<file path="config.mk">
export PLATFORM = sky130hd
export DESIGN_NAME = sac_ctrl
export DESIGN_NICKNAME = d
export VERILOG_FILES = /design/src/design/sac_pkg.sv /design/src/design/sac_ctrl.sv
export SDC_FILE = /design/constraint.sdc
export NUM_CORES = 1
export LEC_CHECK = 0
export ABC_AREA = 0
export BUFFER_PORTS_ARGS = -buffer_cell sky130_fd_sc_hd__buf_4
export CAP_MARGIN = 10
export CORE_UTILIZATION = 40
export DETAILED_ROUTE_END_ITERATION = 6
export GPL_TIMING_DRIVEN = 0
export SLEW_MARGIN = 5
export SYNTH_ARGS = -nofsm -noshare
export SYNTH_HDL_FRONTEND = slang
export SYNTH_SLANG_ARGS = --single-unit
</file>
<file path="constraint.sdc">
create_clock -name clk_i -period 2.1 [get_ports clk_i]
set_clock_uncertainty 0.15 [all_clocks]
set_input_delay 0.21 -clock clk_i [delete_from_list [all_inputs] [get_ports clk_i]]
set_output_delay 0.21 -clock clk_i [all_outputs]
set_load 0.01 [all_outputs]
</file>
<file path="src/design/sac_pkg.sv">
// constants and carrier types for the converter control block
// assumes a single processor clock and plain control ports, no bus
package sac_pkg;
	localparam int unsigned RES_W = 10;
	localparam int unsigned CHAN_W = 5;
	localparam int unsigned REF_W = 2;
	localparam int unsigned TSEL_W = 3;
	localparam int unsigned NUM_SRC = 8;
	localparam int unsigned CNT_W = 5;
	// conversion lengths in converter clock cycles
	localparam logic [CNT_W-1:0] NORMAL_CYCLES = 5'h0D;
	localparam logic [CNT_W-1:0] FIRST_CYCLES = 5'h19;
	// sample point sits this many ticks before the end, the decisions follow one per tick
	localparam logic [CNT_W-1:0] SAMPLE_BACK = 5'h0B;
	localparam logic [CNT_W-1:0] ONE_TICK = 5'h01;
	// channel codes below this are plain pins, single ended
	localparam logic [CHAN_W-1:0] DIFF_FIRST = 5'h08;
	// codes from here on are bandgap and ground, single ended again
	localparam logic [CHAN_W-1:0] DIFF_END = 5'h1E;
	localparam logic [RES_W-1:0] MSB_TRIAL = 10'h200;
	localparam logic [RES_W-1:0] CODE_ZERO = 10'h000;

	// selection applied to the analog side
	typedef struct packed {
		logic [REF_W-1:0] ref_sel;
		logic [CHAN_W-1:0] chan_sel;
		logic gain_bypass;
	} sac_route_t;

	// the two result bytes as software sees them
	typedef struct packed {
		logic [7:0] high;
		logic [7:0] low;
	} sac_result_t;
endpackage

</file>
<file path="src/design/sac_ctrl.sv">
// conversion control for a 10-bit successive approximation converter
// assumes control bits, read strobes and trigger sources on clk_i; comparator is asynchronous
`timescale 1ns/10ps
module sac_ctrl #(
	parameter int unsigned PRESCALE = 4,
	parameter logic [sac_pkg::TSEL_W-1:0] FREE_RUN_SEL = 3'h0
) (
	input wire logic clk_i,
	input wire logic reset_i,
	input wire logic enable_i,
	input wire logic start_wr_i,
	input wire logic auto_trig_en_i,
	input wire logic [sac_pkg::TSEL_W-1:0] trig_sel_i,
	input wire logic [sac_pkg::NUM_SRC-1:0] trig_src_i,
	input wire logic left_align_i,
	input wire logic [sac_pkg::REF_W-1:0] ref_sel_i,
	input wire logic [sac_pkg::CHAN_W-1:0] chan_sel_i,
	input wire logic low_rd_i,
	input wire logic high_rd_i,
	input wire logic flag_clr_i,
	input wire logic int_en_i,
	input wire logic comparator_i,
	output logic start_bit_o,
	output logic flag_o,
	output logic irq_o,
	output sac_pkg::sac_result_t result_o,
	output sac_pkg::sac_route_t route_o,
	output logic analog_en_o,
	output logic sample_o,
	output logic [sac_pkg::RES_W-1:0] trial_code_o
);
	import sac_pkg::*;

	localparam int unsigned PS_W = $clog2(PRESCALE);
	localparam logic [PS_W-1:0] PS_LAST = PS_W'(PRESCALE - 1);
	localparam logic [PS_W-1:0] PS_ZERO = '0;

	// the comparator must settle through its synchroniser between decisions
	if (PRESCALE < 4) begin : g_prescale_min
		$error("PRESCALE must be at least 4");
	end
	// every select code must name a source, so no code indexes past the vector
	if (NUM_SRC < (1 << TSEL_W)) begin : g_src_count
		$error("NUM_SRC must cover every trigger select code");
	end

	typedef enum logic [0:0] {
		ST_IDLE,
		ST_CONV
	} sac_state_t;

	function automatic logic is_single(input logic [CHAN_W-1:0] code);
		is_single = (code < DIFF_FIRST) || (code >= DIFF_END);
	endfunction

	sac_state_t state_q;
	logic [PS_W-1:0] ps_q;
	logic tick;
	logic cmp_meta_q;
	logic cmp_q;
	logic trig_prev_q;
	logic trig_now;
	logic trig_edge;
	logic free_run;
	logic pending_q;
	logic first_q;
	logic [CNT_W-1:0] len_q;
	logic [CNT_W-1:0] cnt_q;
	logic [RES_W-1:0] trial_q;
	logic [RES_W-1:0] bit_q;
	logic [RES_W-1:0] data_q;
	logic lock_q;
	logic flag_q;
	logic done;
	logic hw_start;
	logic sample_q;
	logic irq_q;
	logic en_q;
	sac_route_t route_q;
	sac_result_t result_q;

	// pick the selected source, never any other
	assign trig_now = trig_src_i[trig_sel_i];
	assign free_run = auto_trig_en_i && (trig_sel_i == FREE_RUN_SEL);
	// hardware starts only with auto-trigger enabled
	// edges seen while converting are not used and not stored
	assign trig_edge = enable_i && auto_trig_en_i && !free_run && trig_now && !trig_prev_q;
	assign hw_start = trig_edge && (state_q == ST_IDLE);
	// completion on the last converter clock of the conversion
	assign done = (state_q == ST_CONV) && tick && (cnt_q == len_q);

	// comparator crossing into the clock domain
	always_ff @(posedge clk_i or posedge reset_i) begin
		if (reset_i) begin
			cmp_meta_q <= 1'b0;
			cmp_q <= 1'b0;
		end else begin
			cmp_meta_q <= comparator_i;
			cmp_q <= cmp_meta_q;
		end
	end

	// edge history tracks always, so a level held at completion is no edge
	always_ff @(posedge clk_i or posedge reset_i) begin
		if (reset_i) begin
			trig_prev_q <= 1'b0;
		end else begin
			trig_prev_q <= trig_now;
		end
	end

	// prescaler held in reset while disabled
	always_ff @(posedge clk_i or posedge reset_i) begin
		if (reset_i) begin
			ps_q <= PS_ZERO;
		end else if (!enable_i || hw_start) begin
			ps_q <= PS_ZERO;
		end else if (ps_q == PS_LAST) begin
			ps_q <= PS_ZERO;
		end else begin
			ps_q <= ps_q + 1'b1;
		end
	end
	// one converter clock period ends each time the prescaler wraps
	assign tick = enable_i && (ps_q == PS_LAST);

	// software start request waits for the next converter clock
	// begins on the next prescaled edge
	always_ff @(posedge clk_i or posedge reset_i) begin
		if (reset_i) begin
			pending_q <= 1'b0;
		end else if (!enable_i) begin
			pending_q <= 1'b0;
		end else if (hw_start) begin
			// a hardware start takes over, so no software request is left queued
			pending_q <= 1'b0;
		end else if (start_wr_i && state_q == ST_IDLE) begin
			pending_q <= 1'b1;
		end else if (tick && state_q == ST_IDLE) begin
			pending_q <= 1'b0;
		end
	end

	// first conversion after enabling takes the long form
	always_ff @(posedge clk_i or posedge reset_i) begin
		if (reset_i) begin
			first_q <= 1'b1;
		end else if (!enable_i) begin
			first_q <= 1'b1;
		end else if (state_q == ST_CONV) begin
			first_q <= 1'b0;
		end
	end

	// conversion sequencer
	always_ff @(posedge clk_i or posedge reset_i) begin
		if (reset_i) begin
			state_q <= ST_IDLE;
			cnt_q <= '0;
			len_q <= NORMAL_CYCLES;
		end else if (!enable_i) begin
			state_q <= ST_IDLE;
			cnt_q <= '0;
		end else begin
			case (state_q)
				ST_IDLE: begin
					if ((pending_q && tick) || hw_start) begin
						state_q <= ST_CONV;
						cnt_q <= (pending_q && tick) ? ONE_TICK : '0;
						len_q <= first_q ? FIRST_CYCLES : NORMAL_CYCLES;
					end
				end
				ST_CONV: begin
					if (done) begin
						// own flag as source restarts at once, flag state ignored
						if (free_run) begin
							cnt_q <= '0;
							len_q <= NORMAL_CYCLES;
						end else begin
							state_q <= ST_IDLE;
							cnt_q <= '0;
						end
					end else if (tick) begin
						cnt_q <= cnt_q + 1'b1;
					end
				end
				default: begin
					state_q <= ST_IDLE;
				end
			endcase
		end
	end

	// binary search: sample, then one decision per converter clock, msb first
	always_ff @(posedge clk_i or posedge reset_i) begin
		if (reset_i) begin
			trial_q <= CODE_ZERO;
			bit_q <= CODE_ZERO;
			sample_q <= 1'b0;
		end else if (!enable_i || state_q != ST_CONV) begin
			// a disable drops sample and trial code in the same cycle as the start bit
			trial_q <= CODE_ZERO;
			bit_q <= CODE_ZERO;
			sample_q <= 1'b0;
		end else if (tick) begin
			if (cnt_q == len_q - SAMPLE_BACK) begin
				sample_q <= 1'b1;
				trial_q <= MSB_TRIAL;
				bit_q <= MSB_TRIAL;
			end else if (bit_q != CODE_ZERO) begin
				sample_q <= 1'b0;
				// comparator high means input below trial: drop the bit
				trial_q <= (cmp_q ? (trial_q & ~bit_q) : trial_q) | (bit_q >> 1);
				bit_q <= bit_q >> 1;
			end
		end
	end

	always_ff @(posedge clk_i or posedge reset_i) begin
		if (reset_i) begin
			lock_q <= 1'b0;
		end else if (high_rd_i) begin
			lock_q <= 1'b0;
		end else if (low_rd_i) begin
			lock_q <= 1'b1;
		end
	end

	always_ff @(posedge clk_i or posedge reset_i) begin
		if (reset_i) begin
			data_q <= CODE_ZERO;
		end else if (done && !lock_q) begin
			data_q <= trial_q;
		end
	end

	always_ff @(posedge clk_i or posedge reset_i) begin
		if (reset_i) begin
			result_q <= '0;
		end else if (!lock_q) begin
			if (left_align_i) begin
				result_q <= {data_q, 6'h00};
			end else begin
				result_q <= {6'h00, data_q};
			end
		end
	end

	// flag rises even when the result was dropped
	// own completion source, a new completion beats a clear
	always_ff @(posedge clk_i or posedge reset_i) begin
		if (reset_i) begin
			flag_q <= 1'b0;
		end else if (done) begin
			flag_q <= 1'b1;
		end else if (flag_clr_i) begin
			flag_q <= 1'b0;
		end
	end

	// interrupt request and enable mirror
	always_ff @(posedge clk_i or posedge reset_i) begin
		if (reset_i) begin
			irq_q <= 1'b0;
			en_q <= 1'b0;
		end else begin
			irq_q <= (flag_q || done) && int_en_i;
			en_q <= enable_i;
		end
	end

	// locked during a conversion, reopens on the last converter clock
	always_ff @(posedge clk_i or posedge reset_i) begin
		if (reset_i) begin
			route_q <= '{ref_sel: '0, chan_sel: '0, gain_bypass: 1'b1};
		end else if (enable_i && (state_q == ST_IDLE || cnt_q == len_q)) begin
			route_q.ref_sel <= ref_sel_i;
			route_q.chan_sel <= chan_sel_i;
			// gain stage only for differential pairs
			route_q.gain_bypass <= is_single(chan_sel_i);
		end
	end

	// start bit reads one for every conversion
	// cleared with completion in single mode
	always_ff @(posedge clk_i or posedge reset_i) begin
		if (reset_i) begin
			start_bit_o <= 1'b0;
		end else if (!enable_i) begin
			start_bit_o <= 1'b0;
		end else if (done) begin
			start_bit_o <= free_run;
		end else begin
			start_bit_o <= start_bit_o || start_wr_i || pending_q || hw_start ||
				(state_q == ST_CONV);
		end
	end

	assign flag_o = flag_q;
	assign irq_o = irq_q;
	assign result_o = result_q;
	assign route_o = route_q;
	assign analog_en_o = en_q;
	assign sample_o = sample_q;
	assign trial_code_o = trial_q;
endmodule // sac_ctrl

</file>
==> results.sh <==
export IMPL_cp_end_kind="register"
export IMPL_avgSynthCellArea_sq_um=11.1
export IMPL_floorplan_initialDensity=0.413
export IMPL_setup_viol=0
export IMPL_hpwl_um=5160
export IMPL_hold_ws_ps=14.8
export IMPL_die_width_um=93.9
export IMPL_max_slew_margin=0.452
export IMPL_synth_seq_cells=74
export IMPL_clockBufferDepth=2
export IMPL_ys_types=50
export IMPL_postSynth_asyncResetShare=1.00
export IMPL_postPlaceCellArea_sq_um=4020
export IMPL_critPathLaunchType="input port"
export IMPL_syn2layout_area_growth_pct=32.1
export IMPL_tightestPinTransition_ps=821
export IMPL_finalCriticalPeriod_ps=2000
export IMPL_status="complete, no violations"
export IMPL_insertion_delay_ps=350
export IMPL_coreArea_sq_um=8180
export IMPL_final_hold_violation_count=0
export IMPL_grt_pass1_wl_um=12200
export IMPL_pin_count=68
export IMPL_synthCells=303
export IMPL_die_h_um=93.9
export IMPL_vdd_ir_drop_worst_uv=404
export IMPL_first_pass_iters=4
export IMPL_critPathArrivalTime_ps=2120
export IMPL_slew_violations=0
export IMPL_numCtsBuffers=9
export IMPL_grt_usage=0.181
export IMPL_cts_tree="done"
export IMPL_synthFlopType="dfrtp_1"
export IMPL_power_density_nw_per_um2=714
export IMPL_drive_above_1_share=0.321
export IMPL_syn_cell_area_sq_um=3380
export IMPL_layout_common_cells="70 x dfrtp_1, 69 x buf_4, 48 x nand2_1"
export IMPL_top_usage_layer="met2"
export IMPL_drt_iter0_drc=102
export IMPL_p_leak_nw=2.02
export IMPL_root_buffer="clkbuf_8"
export IMPL_critical_path_class="input port to register"
export IMPL_place_congestion=0.779
export IMPL_grtUsageMet1=0.242
export IMPL_port_buffers=65
export IMPL_rows=33
export IMPL_synth_edf_count=0
export IMPL_h_tree_depth=3
export IMPL_stdcell_area_sq_um=4460
export IMPL_use_met2=0.276
export IMPL_fmax_mhz=499
export IMPL_routed_via_density=5.22
export IMPL_diodes=0
export IMPL_met3_usage=0.0477
export IMPL_antenna_found_initial=0
export IMPL_die_area_sq_um=8820
export IMPL_grt_pass1_vias=2529
export IMPL_fin_crit_sh=0.954
export IMPL_cap_violations=0
export IMPL_grt_max_degree=39
export IMPL_seq_area_frac_synth=0.549
export IMPL_grt_overflow=0
export IMPL_clk_pin_slew_ps=80
export IMPL_critPathRequiredTime_ps=2220
export IMPL_final_common_cell="dfrtp_1"
export IMPL_wirelength_um=7480
export IMPL_path_max_fanout=10
export IMPL_wl_per_cell_um=14.7
export IMPL_drc=0
export IMPL_ys_warn_count=0
export IMPL_rsz0062_at_grt="false"
export IMPL_hold_class="input port to register"
export IMPL_routed_via_count=2646
export IMPL_ant_nets=0
export IMPL_cts_sinks=74
export IMPL_final_nets=430
export IMPL_synth_fp_nets=336
==> Yosys cell counts (all sizes together) (3+ instances only) <==
cell type,count,area share
a21oi,15,0.022
a22o,12,0.031
a31oi,8,0.015
buf,5,0.011
clkbuf,10,0.011
dfrtp,71,0.53
dfstp,3,0.023
ha,4,0.015
inv,7,0.0078
mux2,20,0.078
mux2i,9,0.027
nand2,49,0.055
nand2b,5,0.0093
nand3,24,0.039
nor2,10,0.017
nor2b,4,0.0074
nor3,3,0.0078
nor4,3,0.0056
o21ai,14,0.026
o22ai,4,0.0074
xor2,4,0.013
==> layout make-up <==
type / instances / area (sq um)
clock inverter: 7 / 118
buffer: 14 / 75.1
inverter: 7 / 30.0
fill: 740 / 3710
timing repair buffer: 83 / 671
tap: 105 / 131
clock buffer: 9 / 124
sequential: 74 / 1860
multi-input combinational: 208 / 1460
==> cells by family (layout without fill, tap and decap cells) <==
family,count (synthesis),count (layout),share of synthesized area
DFF,74,74,0.549
adders and majority gates,4,4,0.0148
muxes,29,29,0.104
and+or+nand+nor,108,109,0.164
AOI/OAI and AO/OA,62,62,0.124
xor gates and xnor gates,4,4,0.0126
buffers and inverters,22,120,0.0304
==> per-stage QoR <==
step	power, mW	setup WS (ps)	TNS [ps]	std cells	utilization
2_1_floorplan	1.72	224	0	303	-
3_3_place_gp	1.84	11.6	0	473	0.489
3_5_place_dp	1.86	-12.5	-16.0	474	0.492
4_1_cts	3.21	11.8	0	505	0.540
5_1_grt	3.32	0.928	0	507	0.546
6_report	3.19	96.8	0	507	0.546
==> critical path: stages <==
cell and delay [ps]:
dlygate4sd3_1 520, buf_4 130, buf_2 250, nand2_1 280, or3_1 500, a21o_1 180
o21ai_1 70
==> state kept, by name, indices dropped and copies added, names as in the netlist, 2 cells and up <==
register,count
route_o,8
data_q,10
ps_q,2
bit_q,10
cnt_q,5
trial_code_o,10
len_q,2
result_o,16
==> report_power, final <==
group	switching (mW)	internal (mW)	leakage, nW
logic	0.178	0.163	0.907
registers	0.0354	1.48	0.985
clock network	0.544	0.789	0.123
total	0.757	2.43	2.02
==> per-layer routing <==
| metal | part of all wire | up-vias |
|---|---|---|
| li1 | - | 1268 |
| met1 | 0.47 | 1286 |
| met2 | 0.46 | 83 |
| met3 | 0.055 | 9 |
| met4 | 0.011 | 0 |
| met5 | 0 | - |
==> path summary, 6_finish.rpt <==
| check | startpoint | to | slack [ps] | cells after the start |
|---|---|---|---|---|
| worst max-delay path | enable_i | cnt_q[2] | 100 | 7 |
| worst min-delay path | start_wr_i | start_bit_o | 10 | 3 |
| worst max register to register | len_q[4] | data_q[7] | 100 | 5 |
| worst min register to register | cmp_meta_q | cmp_q | 200 | 0 |
| max in group asynchronous | reset_i | bit_q[1] | 720 | 4 |
| min in group asynchronous | reset_i | lock_q | 430 | 3 |
==> repair_timing <==
| action | 4_1_cts | 5_1_grt |
|---|---|---|
| pin swaps | 1 | 3 |
| gates resized for setup | 1 | 7 |
| hold buffers | 14 | 0 |
| setup buffers | 1 | 2 |
| endpoints found under the setup margin | 14 | 38 |
| hold endpoints to repair | 45 | 0 |
| cloned | 0 | 1 |
Note: power is estimated with default switching activity, not from simulation.
